===== src/plpm_regs.vh =====
// Purpose: Constants for the link power management configuration block
// Assumes: 25 MHz system clock, 32-bit classic Wishbone register bus
// Notes:   Offsets are byte addresses of aligned 32-bit words
`ifndef PLPM_REGS_VH
`define PLPM_REGS_VH

// ----------------------------------------------------------------
// Register offsets
// ----------------------------------------------------------------
`define PLPM_OFF_CTRL       8'h00
`define PLPM_OFF_L0S_CFG    8'h04
`define PLPM_OFF_FTS_CFG    8'h08
`define PLPM_OFF_LAT_CFG    8'h0c
`define PLPM_OFF_DEVCAP     8'h10
`define PLPM_OFF_LNKCAP     8'h14
`define PLPM_OFF_STATUS     8'h18

// ----------------------------------------------------------------
// Field positions
// ----------------------------------------------------------------
`define PLPM_CTRL_INT_PHY   0
`define PLPM_CTRL_SEP_CLK   1
`define PLPM_CTRL_L1_EN     2
`define PLPM_DEVCAP_L0S_LSB 6
`define PLPM_DEVCAP_L1_LSB  9
`define PLPM_LNKCAP_ASPM_L1 11
`define PLPM_LNKCAP_L0SX_LSB 12
`define PLPM_LNKCAP_L1X_LSB 15

// ----------------------------------------------------------------
// Reset values
// ----------------------------------------------------------------
`define PLPM_RST_CTRL       3'h0
`define PLPM_RST_L0S_STEP   5'h1f
`define PLPM_RST_FTS_CC     8'hc8
`define PLPM_RST_FTS_SC     8'hff
`define PLPM_RST_LAT        3'h7
`define PLPM_MAX_L0S_STEP   5'h1f
`define PLPM_MAX_FTS        8'hff
`define PLPM_MAX_LAT        3'h7

// ----------------------------------------------------------------
// Timing
// ----------------------------------------------------------------
`define PLPM_CLK_MHZ        25
`define PLPM_L0S_STEP_NS    256
// 256 ns at 40 ns per cycle, rounded up: a least time
`define PLPM_L0S_STEP_CYC   ((`PLPM_L0S_STEP_NS * `PLPM_CLK_MHZ + 999) / 1000)
// One fast training sequence is 16 ns; exit latency in ns per FTS
`define PLPM_FTS_NS         12'h010

`endif


===== src/plpm_top.v =====
// Purpose: Link power management configuration and L0s entry timer
// Assumes: Classic Wishbone slave; link idle/activity comes from same clock
// Notes:   Capability fields are read-only; writes to them are dropped
//
// How it works
// Enter L0s after idle threshold, 256ns steps. The code uses 7-cycle steps of 280 ns.
// Integrated PHY forces idle threshold to maximum.
// Read-only L0s acceptable latency field holds setting.
// Common clock: send FTS count, derive L0s exit.
// Separate clock: own FTS count, same use.
// L1 ASPM support bit follows enable option.
// Integrated PHY forces L1 ASPM support off.
// Read-only L1 acceptable latency field holds setting.
// L1 exit latency chosen per clock mode.
// Latencies use 3-bit codes; capability writes ignored.
`timescale 1ns/1ps
`default_nettype none
`include "plpm_regs.vh"

module plpm_top
(
    input  wire        i_sys_clk,
    input  wire        i_reset,
    input  wire [7:0]  i_wb_adr,
    input  wire [31:0] i_wb_dat,
    input  wire [3:0]  i_wb_sel,
    input  wire        i_wb_we,
    input  wire        i_wb_cyc,
    input  wire        i_wb_stb,
    input  wire        i_link_idle,
    input  wire        i_link_init,
    output reg  [31:0] o_wb_dat,
    output reg         o_wb_ack,
    output reg         o_tx_l0s,
    output reg  [7:0]  o_fts_count,
    output reg  [2:0]  o_l0s_exit_lat,
    output reg  [2:0]  o_l1_exit_lat,
    output reg         o_aspm_l1_sup
);

    // ------------------------------------------------------------
    // Configuration registers
    // ------------------------------------------------------------
    reg [2:0]  ctrl_r;
    reg [4:0]  l0s_step_r;
    reg [7:0]  fts_cc_r;
    reg [7:0]  fts_sc_r;
    reg [2:0]  l0s_acc_r;
    reg [2:0]  l1_acc_r;
    reg [2:0]  l1x_cc_r;
    reg [2:0]  l1x_sc_r;
    reg [7:0]  fts_sent_r;
    reg [12:0] idle_cnt_r;
    reg [12:0] idle_cnt_nxt;
    reg [5:0]  step_cnt_r;

    wire int_phy = ctrl_r[`PLPM_CTRL_INT_PHY];
    wire sep_clk = ctrl_r[`PLPM_CTRL_SEP_CLK];

    // ------------------------------------------------------------
    // L0s exit latency code
    // ------------------------------------------------------------
    // Map an FTS count onto the 3-bit L0s exit latency code:
    // <64, <128, <256, <512, <1us, <2us, >=2us; code 7 is never produced
    function [2:0] plpm_fts_code;
        input [7:0] fts;
        reg   [11:0] ns;
        begin
            ns = {4'h0, fts} * `PLPM_FTS_NS;
            if (ns < 12'h040)
                plpm_fts_code = 3'h0;
            else if (ns < 12'h080)
                plpm_fts_code = 3'h1;
            else if (ns < 12'h100)
                plpm_fts_code = 3'h2;
            else if (ns < 12'h200)
                plpm_fts_code = 3'h3;
            else if (ns < 12'h3e8)
                plpm_fts_code = 3'h4;
            else if (ns < 12'h7d0)
                plpm_fts_code = 3'h5;
            else
                plpm_fts_code = 3'h6;
        end
    endfunction

    // ------------------------------------------------------------
    // Effective settings
    // ------------------------------------------------------------
    wire [4:0] l0s_step = int_phy ? `PLPM_MAX_L0S_STEP : l0s_step_r;
    wire [7:0] fts_eff  = int_phy ? `PLPM_MAX_FTS : (sep_clk ? fts_sc_r : fts_cc_r);
    wire [2:0] l1x_eff  = int_phy ? `PLPM_MAX_LAT : (sep_clk ? l1x_sc_r : l1x_cc_r);
    wire       aspm_l1  = ctrl_r[`PLPM_CTRL_L1_EN] & ~int_phy;
    wire [2:0] l0sx     = plpm_fts_code(fts_eff);
    // Threshold in 7-cycle ticks: step code n means (n+1)*280 ns
    wire [12:0] thresh  = {8'h00, l0s_step} + 13'h0001;

    wire [31:0] devcap = {26'h0, l1_acc_r, l0s_acc_r} << `PLPM_DEVCAP_L0S_LSB;
    wire [31:0] lnkcap = ({31'h0, aspm_l1} << `PLPM_LNKCAP_ASPM_L1)
                       | ({29'h0, l0sx} << `PLPM_LNKCAP_L0SX_LSB)
                       | ({29'h0, l1x_eff} << `PLPM_LNKCAP_L1X_LSB);

    // ------------------------------------------------------------
    // Wishbone slave
    // ------------------------------------------------------------
    wire wb_req = i_wb_cyc & i_wb_stb & ~o_wb_ack;
    wire wb_wr  = wb_req & i_wb_we;
    // Writes land at the edge that takes the request; ack follows a cycle later.
    // Capability words have no write case, so software cannot alter them.

    always @(posedge i_sys_clk)
    begin
        if (i_reset)
        begin
            ctrl_r     <= `PLPM_RST_CTRL;
            l0s_step_r <= `PLPM_RST_L0S_STEP;
            fts_cc_r   <= `PLPM_RST_FTS_CC;
            fts_sc_r   <= `PLPM_RST_FTS_SC;
            l0s_acc_r  <= 3'h0;
            l1_acc_r   <= 3'h0;
            l1x_cc_r   <= `PLPM_RST_LAT;
            l1x_sc_r   <= `PLPM_RST_LAT;
            o_wb_ack   <= 1'b0;
            o_wb_dat   <= 32'h0;
        end
        else
        begin
            o_wb_ack <= wb_req;
            o_wb_dat <= 32'h0;
            if (wb_wr && i_wb_sel[0])
            begin
                case (i_wb_adr)
                    `PLPM_OFF_CTRL:    ctrl_r     <= i_wb_dat[2:0];
                    `PLPM_OFF_L0S_CFG: l0s_step_r <= i_wb_dat[4:0];
                    `PLPM_OFF_FTS_CFG: fts_cc_r   <= i_wb_dat[7:0];
                    `PLPM_OFF_LAT_CFG:
                    begin
                        l0s_acc_r <= i_wb_dat[2:0];
                        l1_acc_r  <= i_wb_dat[6:4];
                    end
                    default: ;
                endcase
            end
            if (wb_wr && i_wb_sel[1])
            begin
                case (i_wb_adr)
                    `PLPM_OFF_FTS_CFG: fts_sc_r <= i_wb_dat[15:8];
                    `PLPM_OFF_LAT_CFG:
                    begin
                        l1x_cc_r <= i_wb_dat[10:8];
                        l1x_sc_r <= i_wb_dat[14:12];
                    end
                    default: ;
                endcase
            end
            if (wb_req && !i_wb_we)
            begin
                case (i_wb_adr)
                    `PLPM_OFF_CTRL:    o_wb_dat <= {29'h0, ctrl_r};
                    `PLPM_OFF_L0S_CFG: o_wb_dat <= {27'h0, l0s_step};
                    `PLPM_OFF_FTS_CFG: o_wb_dat <= {16'h0, fts_sc_r, fts_cc_r};
                    `PLPM_OFF_LAT_CFG: o_wb_dat <= {17'h0, l1x_sc_r, 1'b0, l1x_cc_r,
                                                    1'b0, l1_acc_r, 1'b0, l0s_acc_r};
                    `PLPM_OFF_DEVCAP:  o_wb_dat <= devcap;
                    `PLPM_OFF_LNKCAP:  o_wb_dat <= lnkcap;
                    `PLPM_OFF_STATUS:  o_wb_dat <= {23'h0, o_tx_l0s, fts_sent_r};
                    default:           o_wb_dat <= 32'h0;
                endcase
            end
        end
    end

    // ------------------------------------------------------------
    // L0s idle timer: 280 ns tick (7 cycles) from a cycle divider
    // ------------------------------------------------------------
    wire tick = (step_cnt_r == (`PLPM_L0S_STEP_CYC - 1));
    // Limitation: a whole-cycle tick stretches each step, so entry is never early

    always @*
    begin
        idle_cnt_nxt = idle_cnt_r;
        if (!i_link_idle)
            idle_cnt_nxt = 13'h0;
        // Stops at the threshold so a long idle spell cannot wrap the count
        else if (tick && idle_cnt_r < thresh)
            idle_cnt_nxt = idle_cnt_r + 13'h0001;
    end

    always @(posedge i_sys_clk)
    begin
        if (i_reset)
        begin
            step_cnt_r     <= 6'h0;
            idle_cnt_r     <= 13'h0;
            o_tx_l0s       <= 1'b0;
            fts_sent_r     <= 8'h0;
            o_fts_count    <= 8'h0;
            o_l0s_exit_lat <= 3'h0;
            o_l1_exit_lat  <= 3'h0;
            o_aspm_l1_sup  <= 1'b0;
        end
        else
        begin
            // Restart the divider on activity so idle time is measured from its start
            step_cnt_r <= (!i_link_idle || tick) ? 6'h0 : step_cnt_r + 6'h01;
            idle_cnt_r <= idle_cnt_nxt;
            o_tx_l0s   <= i_link_idle && (idle_cnt_nxt >= thresh);
            if (i_link_init)
            begin
                // Count latched at init so it stays stable for the whole training
                fts_sent_r  <= fts_eff;
                o_fts_count <= fts_eff;
            end
            o_l0s_exit_lat <= l0sx;
            o_l1_exit_lat  <= l1x_eff;
            o_aspm_l1_sup  <= aspm_l1;
        end
    end

endmodule // plpm_top

`default_nettype wire


===== config.mk =====
export PLATFORM = sky130hd
export DESIGN_NAME = plpm_top
export DESIGN_NICKNAME = d
export VERILOG_FILES = /design/src/plpm_top.v
export VERILOG_INCLUDE_DIRS = /design/src /design/src/src
export SDC_FILE = /design/constraint.sdc
export NUM_CORES = 1
export LEC_CHECK = 0
export BUFFER_PORTS_ARGS = -buffer_cell sky130_fd_sc_hd__buf_2
export CAP_MARGIN = 25
export CORE_MARGIN = 5
export CORE_UTILIZATION = 35
export DETAILED_ROUTE_END_ITERATION = 8
export PLACE_DENSITY = 0.67
export SETUP_SLACK_MARGIN = 0.02
export SLEW_MARGIN = 10
export SYNTH_ARGS = -nofsm -noshare
export SYNTH_HDL_FRONTEND = slang
export SYNTH_SLANG_ARGS = --single-unit

===== constraint.sdc =====
create_clock -name i_sys_clk -period 5.9 [get_ports i_sys_clk]
set_clock_uncertainty 0.05 [all_clocks]
set_input_delay 1.18 -clock i_sys_clk [delete_from_list [all_inputs] [get_ports i_sys_clk]]
set_output_delay 1.18 -clock i_sys_clk [all_outputs]
set_load 0.05 [all_outputs]

---- Word-level counts from Yosys, hierarchy flattened ----
Index checks and enable logic that the tools add are counted.
W data, S select, Z words.
cells by class
  bitwise gates (word level) .............. 9
  $lt $le $gt $ge ......................... 8
  mux-type cells .......................... 14
  reductions and logical operators ........ 17
  add/subtract/negate cells ............... 3
  equality and inequality tests ........... 7
operator list
  kind                     number
  $pmux W18 S7             1
  $mux W13                 2
  $eq A8 B5 Y1 const B     3
  $lt A12 B10 Y1 const B   2
  $mux W3                  6
  $or A15 B18 Y18          1
  $eq A8 B4 Y1 const B     2
  $mux W8                  2
  $or A12 B15 Y15          1
  $add A13 B1 Y13 const B  1
  $ge A13 B6 Y1            1
  $lt A13 B6 Y1            1
  $lt A12 B11 Y1 const B   1
  $lt A12 B7 Y1 const B    1
  $lt A12 B8 Y1 const B    1
  $lt A12 B9 Y1 const B    1
  $reduce_and A2 Y1        6
  $eq A8 B3 Y1 const B     1
  $logic_not A8 Y1         1
  $add A5 B1 Y6 const B    1
  $add A6 B1 Y6 const B    1
  $eq A6 B3 Y1 const B     1
  $logic_and A1 B1 Y1      5
  $mux W5                  1
  6 further kinds          14
word-level totals
  input bits .............................. 51
  logic and storage cells ................. 75
  flip-flop bits (word level) ............. 104
  output and inout bits ................... 49

---- Logic depth before layout (Yosys ltp) ----
Gate-level depths: netlist (run 1).
  word-level depth ........................ 12
  depth in mapped cells ................... 21
  depth with buffers taken out ............ 18

---- Worst setup path after synthesis (run 1) ----
Ideal clock, no wire load.
  path kind ............................... register to register
  start ................................... register ctrl_r[0]
  end ..................................... register o_tx_l0s
  stages on the path, launching flop included .. 22
  clock period less this slack ............ 3922 ps
  buffers on the path ..................... 3
  arrival time ............................ 3744 ps
  slack ................................... 1978 ps
  cell sequence ........................... dfxtp_1 > clkbuf_1 > clkbuf_1 > buf_1 > or2_2 > ha_1 > a311o_1 > nand2_1 > ha_1 > or3_1 > o211ai_1 > a31o_2 > nand2_1 > xnor2_1 > nand2_1 > ha_1 > nand2b_1 > a21oi_1 > o21a_1 > o21ai_0 > o21ai_1 > o211ai_1
between the ends
  word-level cells in the longest chain between the ends .. 8
RTL lines
  what                      line            text
  start: declaration        plpm_top.v:44   reg [2:0] ctrl_r;
  start signal: assignment  plpm_top.v:115  ctrl_r <= `PLPM_RST_CTRL;
  start signal: assignment  plpm_top.v:133  `PLPM_OFF_CTRL: ctrl_r <= i_wb_dat[2:0];
  $mux W5 (*)               plpm_top.v:90   wire [4:0] l0s_step = int_phy ? `PLPM_MAX_L0S_STEP : l0s_step_r;
  $add A5 B1 Y6 (*)         plpm_top.v:96   wire [12:0] thresh = {8'h00, l0s_step} + 13'h0001;
  $lt A13 B6 Y1             plpm_top.v:185  else if (tick && idle_cnt_r < thresh)
  $logic_and A1 B1 Y1       plpm_top.v:185
  $mux W13                  plpm_top.v:185
  $mux W13                  plpm_top.v:182  if (!i_link_idle)
  $ge A13 B6 Y1 (*)         plpm_top.v:207  o_tx_l0s <= i_link_idle && (idle_cnt_nxt >= thresh);
  $logic_and A1 B1 Y1 (*)   plpm_top.v:207
  end signal: assignment    plpm_top.v:207
  end: declaration          plpm_top.v:34   output reg o_tx_l0s,
Mark *: on every way between the ends. The rest lies on a longest branch, timed or not.
A chain may end at the register's enable or synchronous reset.

---- Final worst setup path (run 1) ----
Ends and elaborated chain as after synthesis.

==> results.md, run 1 <==
* Outcome: finished clean
* Core Area at 12000 um^2
* Synth Cell Area at 4250 um^2
* GRT Total Usage at 15.2%
* Hold Crit Start: idle_cnt_r[11]
* Net Sw Power at 0.310 mW
* Part of the power in combinational logic at 6.8%
* Clock group share of total power at 45.1%
* Crit path max-delay cell type: dfxtp_1
* Max incr delay on CP at 900 ps
* Hold buffer count at cts at 0
* Hold Fails Final Rpt at 0
* Die footprint at 14400 um^2
* Mean Syn Cell Area at 8.99 um^2
* Later-pin clock latency in the skew report at 340 ps
* Setup Crit Path Kind: register to register
* Residual DRC at 0
* Tightest Pin Transition at 1020 ps
* Chip Height at 120 um
* Largest net degree at the start of global routing at 55
* Worst slew margin at 32.0%
* Crit path cell chain: or2_2, ha_1, a311o_1, nand2_1, ha_1, or3_1, o211ai_1, a31o_2, nand2_1, xnor2_1, nand2_1, ha_1, nand2b_1, a21oi_1, o21a_1, o21ai_0, o21ai_1, o211ai_1
* Seq pwr share at 48.1%
* RR Endpoint: o_tx_l0s
* Fin nets at 589
* CTS-repair resized insts at 0
* Switching share of power at 24.1%
* Routed WL per cell at 15.9 um
* Max cap viols at 0
* Crit path time final at 4230 ps
* Peak supply drop at 0.000154 V
* Worst r2r src: ctrl_r[0]
* # IOs at 100
* Initial Util at 35.5%
* Via/cell ratio at 5.28
* N_diodes at 0
* Clock sink count at 90
* Initial DRC Count at 438
* DP Cell Count at 661
* DR vias at 3573
* Worst Hold Class: register to register
* Ys async rst share at 0%
* Crit start category: register
* Post-DP HPWL at 8060 um
* First-pass GRT wire length at 17400 um
* CP arrival at 4400 ps
* Share of cells above drive strength 1 at 18.7%
* Crit Path Max Fanout at 26
* Static Leak at 1.90 nW
* Critical Path Sink Type: register
* DR pass1 iterations at 4
* Post-DRT Antenna Nets at 0
* Final wirelength at 10800 um
* Core Rows at 40
* Cells after synthesis at 473
* H-tree depth at 3
* Clock Pin Slew Worst Setup and Hold Paths at 60 ps
* Cell area power density at 262 nW/um^2
* Final setup viols at 0
* Post-synth cell types at 58
* Yosys warns at 0
* PortBufs at 67
* GRT overflow at 0
* EDFF count, synth at 0
* Primary FF master, synth: dfxtp_1
* CTS buffer count at 9
* Die W at 120 um
* Post-synthesis sequential area ratio at 42.4%
* Clock Path Buffers at 2
* Vias in the first global route at 3323
* Worst Hold End: idle_cnt_r[11]
* Critical Path RT at 6070 ps
* Routability Congestion at 0.890
* Fin crit share at 71.7%
* Synthesized flop and latch total at 90
* Worst hold path depth at 1
* P_int at 0.975 mW
* Root buffer cell: clkbuf_16
* RSZ-0062 raised after global routing: false
* Final Slew Violations at 0
* Initial antenna violation count at 0
* Area grow syn2layout at 15.2%
* R2r setup slk at 1670 ps
* FMAX at 0.236 GHz
* Worst Reg-to-Reg Cells at 18
* CTS tree: done
* Final setup TNS at 0 ps
* Postcts setup bufs at 0
* Final Non-Filler Cells at 677
-- layer usage --
| layer | wire length [um] | global-route usage [%] | vias up |
|---|---|---|---|
| met2 | 4860 | 22.7 | 103 |
| li1 | - | - | 1760 |
| met5 | 0 | 0 | - |
| met4 | 157 | 5.37 | 0 |
| met1 | 4940 | 20.8 | 1701 |
| met3 | 836 | 4.49 | 9 |
-- cell usage in the layout, fill, tap and decap left out, drive strengths merged, types with 2 or more instances in the layout --
cell,Yosys,routed
dfxtp,90,90
buf,23,67
nor2,53,53
nor2b,39,39
nand2,35,35
a21oi,25,25
a211o,22,22
o21ai,19,19
a211oi,18,18
a22oi,14,14
conb,1,14
ha,13,13
nand3,13,13
clkbuf,16,11
and2,8,8
inv,6,8
mux2i,7,7
xor2,6,6
nand2b,6,6
and3,5,5
nor3,5,5
xnor2,4,4
o22ai,4,4
o21a,3,3
or4,3,3
nor4,3,3
nand4,3,3
nor3b,3,3
a31oi,2,2
or2,2,2
or3,2,2
o211ai,2,2
a31o,2,2
a311oi,2,2
a222oi,2,2
-- synthesized netlist by cell type (5+ instances only) --
master | n | area [um^2]
nand2b_1 | 6 | 37.5
and3_1 | 5 | 31.3
buf_4 | 14 | 105
nand2_1 | 34 | 128
o21ai_0 | 18 | 90.1
and2_1 | 8 | 50.1
a21oi_1 | 25 | 125
inv_1 | 6 | 22.5
mux2i_1 | 7 | 70.1
a22oi_1 | 14 | 105
dfxtp_1 | 90 | 1800
nand3_1 | 12 | 60.1
xor2_1 | 6 | 52.6
nor2_1 | 49 | 184
clkbuf_1 | 16 | 60.1
nor2b_1 | 39 | 244
ha_1 | 13 | 163
a211oi_1 | 18 | 135
a211o_1 | 22 | 193
-- critical path, delay by kind of cell (launching register included) --
family / cells / cell delay [ps]
AOI/OAI and AO/OA: 8 / 1200
xor gates and xnor gates: 1 / 210
adders and majority gates: 3 / 700
DFF: 1 / 900
and+or+nand+nor: 6 / 1050
-- logic make-up (layout without fill, tap and decap cells) --
logic type / count (synthesis) / count (layout) / synth area share (%)
AND/OR/NAND/NOR: 184 / 184 / 23.7
AO/OA/AOI/OAI: 121 / 121 / 19.6
flip-flops: 90 / 90 / 42.4
buffers and inverters: 45 / 89 / 5.86
adder cells (fa/ha/maj): 13 / 13 / 3.83
XOR/XNOR: 10 / 10 / 2.06
multiplexers: 9 / 9 / 2.44
other: 1 / 14 / 0.0882
-- state kept, by name, indices dropped and copies added, names as in the netlist --
register / flops
l0s_step_r: 5
o_tx_l0s: 1
l1x_sc_r: 3
fts_cc_r: 8
o_l0s_exit_lat: 3
l1x_cc_r: 3
l0s_acc_r: 3
o_wb_ack: 1
l1_acc_r: 3
o_wb_dat: 18
o_l1_exit_lat: 3
fts_sc_r: 8
ctrl_r: 3
step_cnt_r: 6
idle_cnt_r: 13
o_aspm_l1_sup: 1
fts_sent_r: 8
-- through the flow --
stage                     setup slack, ps  instance area [um^2]  hold slack (ps)  util (%)  total power, mW
after detailed placement             1750                  4590              387      38.4            0.719
final                                1670                  4890              401      40.9             1.28
after global routing                 1370                  4890              425      40.9             1.33
after floorplan                      1980                  4300              371         -            0.699
after CTS                            1710                  4890              407      40.9             1.30
after global placement               1800                  4590              387      38.4            0.718
-- worst max path at each step --
stage	startpoint	cells past startpoint	endpoint
floorplan	ctrl_r[0]	21	o_tx_l0s
global route	ctrl_r[0]	17	o_tx_l0s
global placement	ctrl_r[0]	18	o_tx_l0s
CTS	ctrl_r[0]	18	o_tx_l0s
finish	ctrl_r[0]	18	o_tx_l0s
detailed placement	ctrl_r[0]	18	o_tx_l0s
-- area by class of cell --
cell class / count / area (um^2)
Inverter: 6 / 22.5
Fill cell: 1187 / 7070
Multi-Input combinational cell: 351 / 2250
Clock inverter: 5 / 60.1
Clock buffer: 11 / 243
Sequential cell: 90 / 1800
Timing Repair Buffer: 67 / 335
Tap cell: 147 / 184
-- power by group through the flow --
stage	combinational (mW)	sequential (mW)	clock, mW
6_report	0.0878	0.617	0.579
5_1_grt	0.0935	0.618	0.618
4_1_cts	0.0879	0.618	0.591
3_5_place_dp	0.0878	0.631	0
3_3_place_gp	0.0867	0.631	0
2_1_floorplan	0.0501	0.649	0
Note: power is estimated with default switching activity, not from simulation.
==> run 2, diff against run 1 <==
--- a/config.mk
+++ b/config.mk
@@ -11,7 +11,7 @@
 export CORE_MARGIN = 5
 export CORE_UTILIZATION = 35
 export DETAILED_ROUTE_END_ITERATION = 8
-export PLACE_DENSITY = 0.67
+export PLACE_DENSITY = 0.69
 export SETUP_SLACK_MARGIN = 0.02
 export SLEW_MARGIN = 10
 export SYNTH_ARGS = -nofsm -noshare
==> constraint.sdc (replaced) <==
create_clock -name i_sys_clk -period 3.85 [get_ports i_sys_clk]
set_clock_uncertainty 0.05 [all_clocks]
set_input_delay 0.77 -clock i_sys_clk [delete_from_list [all_inputs] [get_ports i_sys_clk]]
set_output_delay 0.77 -clock i_sys_clk [all_outputs]
set_load 0.05 [all_outputs]
==> run 2 against run 1 <==
Clock power increased by 42%; non-clock buffer count is 6 higher; worst setup slack got worse by 1500 ps; first-iteration DRC count is 19% lower; sequential cell count did not move; register-to-register slack lost 1500 ps; critical path type unchanged; highest routed layer is now met5.
==> results.md, run 2 (same netlist as run 1, synthesis figures left out) <==
* DR vias at 3660 (was 3573)
* Routed WL per cell at 16.3 um (was 15.9 um)
* Root buffer cell: clkbuf_16 (unchanged)
* Part of the power in combinational logic at 7.1% (was 6.8%)
* Die W at 120 um (unchanged)
* GRT overflow at 0 (unchanged)
* Outcome: finished clean (unchanged)
* Seq pwr share at 49.7% (was 48.1%)
* Critical Path RT at 4020 ps (was 6070 ps)
* Tightest Pin Transition at 843 ps (was 1020 ps)
* Finished Cell Area at 4940 um^2 (was 4890 um^2)
* Post-DP HPWL at 8240 um (was 8060 um)
* Worst r2r src: l0s_step_r[0] (was ctrl_r[0])
* Clock sink count at 90 (unchanged)
* Crit start category: register (unchanged)
* Initial DRC Count at 356 (was 438)
* Later-pin clock latency in the skew report at 340 ps (about the same)
* Largest net degree at the start of global routing at 54 (was 55)
* Core Area at 12000 um^2 (unchanged)
* Final Non-Filler Cells at 683 (was 677)
* Final Slew Violations at 0 (unchanged)
* Core Rows at 40 (unchanged)
* Crit path time final at 3660 ps (was 4230 ps)
* Initial antenna violation count at 2 (was 0)
* Fin nets at 595 (was 589)
* Worst Hold Class: register to register (unchanged)
* Post-DRT Antenna Nets at 0 (unchanged)
* Clock Pin Slew Worst Setup and Hold Paths at 60 ps (about the same)
* CTS buffer count at 9 (unchanged)
* Crit Path Max Fanout at 6 (was 26)
* Clock group share of total power at 43.1% (was 45.1%)
* Vias in the first global route at 3379 (was 3323)
* Post-Place Worst Slack at 211 ps (was 1750 ps)
* Peak supply drop at 0.000212 V (was 0.000154 V)
* CP arrival at 3830 ps (was 4400 ps)
* # IOs at 100 (unchanged)
* First-pass GRT wire length at 17500 um (was 17400 um)
* Final setup viols at 0 (unchanged)
* Hold Crit Start: idle_cnt_r[9] (was idle_cnt_r[11])
* Switching share of power at 24.4% (was 24.1%)
* Fin util at 41.3% (was 40.9%)
* Max cap viols at 0 (unchanged)
* Worst Hold End: idle_cnt_r[9] (was idle_cnt_r[11])
* Setup Crit Path Kind: register to register (unchanged)
* Worst setup margin at 190 ps (was 1670 ps)
* Share of cells above drive strength 1 at 20.6% (was 18.7%)
* GRT Total Usage at 15.3% (was 15.2%)
* Flip-flop count of the largest register, all copies and words added at 18 (unchanged)
* R2r setup slk at 190 ps (was 1670 ps)
* DP Cell Count at 665 (was 661)
* Via/cell ratio at 5.36 (was 5.28)
* Hold Fails Final Rpt at 0 (unchanged)
* PortBufs at 67 (unchanged)
* Largest registers: o_wb_dat x18, idle_cnt_r x13 (unchanged)
* Critical Path Sink Type: register (unchanged)
* Routability Congestion at 0.874 (was 0.890)
* Area grow syn2layout at 16.3% (was 15.2%)
* RR Endpoint: o_tx_l0s (unchanged)
* DR pass1 iterations at 5 (was 4)
* Commonest non-fill, non-tap cells in the layout: dfxtp_1 (90), buf_2 (67), nor2_1 (49) (unchanged)
* Top reg by flops: o_wb_dat (unchanged)
* Initial Util at 35.5% (unchanged)
* Clock Path Buffers at 2 (unchanged)
* CTS tree: done (unchanged)
* Die footprint at 14400 um^2 (unchanged)
* Worst slew margin at 43.8% (was 32.0%)
* Net Sw Power at 0.464 mW (was 0.310 mW)
* Final wirelength at 11100 um (was 10800 um)
* Hold buffer count at cts at 0 (unchanged)
* P_int at 1.44 mW (was 0.975 mW)
* Static Leak at 1.93 nW (was 1.90 nW)
* Worst hold path depth at 1 (unchanged)
* Cell Area, Placed at 4620 um^2 (was 4590 um^2)
* H-tree depth at 3 (unchanged)
* Cell area power density at 385 nW/um^2 (was 262 nW/um^2)
* Leading cell type in the layout, fill and taps excluded: dfxtp_1 (unchanged)
* FMAX at 0.273 GHz (was 0.236 GHz)
* Residual DRC at 0 (unchanged)
* Chip Height at 120 um (unchanged)
* Fill cells at 1189 (was 1187)
* Fin crit share at 95.1% (was 71.7%)
* Tot Pwr at 1.90 mW (was 1.28 mW)
* Worst Reg-to-Reg Cells at 17 (was 18)
run 2: cell count changes in the layout (fill, tap and decap cells not counted), sizes merged:
cell      before  now
diode          0    1
inv            8    6
buf           67   73
clkinvlp       1    0
clkinv         1    4
bufinv         1    0
run 2: cell type report:
class,count,area (um^2),area share (%)
antenna,1,2.50,0.0506
timing repair buffer,73,380,7.69
tap,147,184,3.72
clock buffer,11,253,5.11
multi-input combinational,351,2270,46.0
clock inverter,4,27.5,0.557
sequential,90,1800,36.4
inverter,6,22.5,0.455
run 2: worst max path at each step:
stage	start	endpoint	slack, ps	depth (start not counted)
2_1_floorplan	ctrl_r[0]	o_tx_l0s	30	21
3_3_place_gp	l0s_step_r[0]	o_tx_l0s	230	17
3_5_place_dp	l0s_step_r[0]	o_tx_l0s	210	17
4_1_cts	l0s_step_r[0]	o_tx_l0s	140	17
5_1_grt	l0s_step_r[0]	o_tx_l0s	-40	17
6_report	l0s_step_r[0]	o_tx_l0s	190	17
run 2: critical path, cell delays in order (launching register included):
cell and delay, ps:
dfxtp_1 370, or2_2 340, ha_1 250, a311o_1 360
nand2_1 120, ha_1 200, or3_1 120, o211ai_1 80
a31o_2 270, nand2_2 120, mux2i_2 270, nor2b_1 90
ha_1 320, a21oi_2 180, o21a_1 140, o21ai_0 80
o21ai_1 130, o211ai_1 90
run 2: what timing repair did:
action,in CTS,in global routing
resized for setup,0,5
buffers inserted,0,2
setup endpoints to repair,0,1
run 2: per-layer routing:
layer | vias up | track usage, % | wire (um)
li1 | 1768 | - | -
met1 | 1728 | 20.7 | 4990
met2 | 144 | 23.1 | 5040
met3 | 18 | 4.16 | 865
met4 | 2 | 6.44 | 240
met5 | - | 0 | 11
run 2: metrics by stage:
| step | hold slack (ps) | setup TNS (ps) |
|---|---|---|
| 2_1_floorplan | 371 | 0 |
| 3_5_place_dp | 390 | 0 |
| 5_1_grt | 428 | -41.1 |
| 6_report | 405 | 0 |
| 4_1_cts | 409 | 0 |
| 3_3_place_gp | 386 | 0 |
run 2: power groups by stage:
stage / Combinational [mW] / Sequential, mW / Clock, mW
detailed placement: 0.135 / 0.967 / 0
global route: 0.144 / 0.947 / 0.877
finish: 0.136 / 0.947 / 0.821
CTS: 0.136 / 0.946 / 0.842
global placement: 0.134 / 0.967 / 0
floorplan: 0.0768 / 0.994 / 0
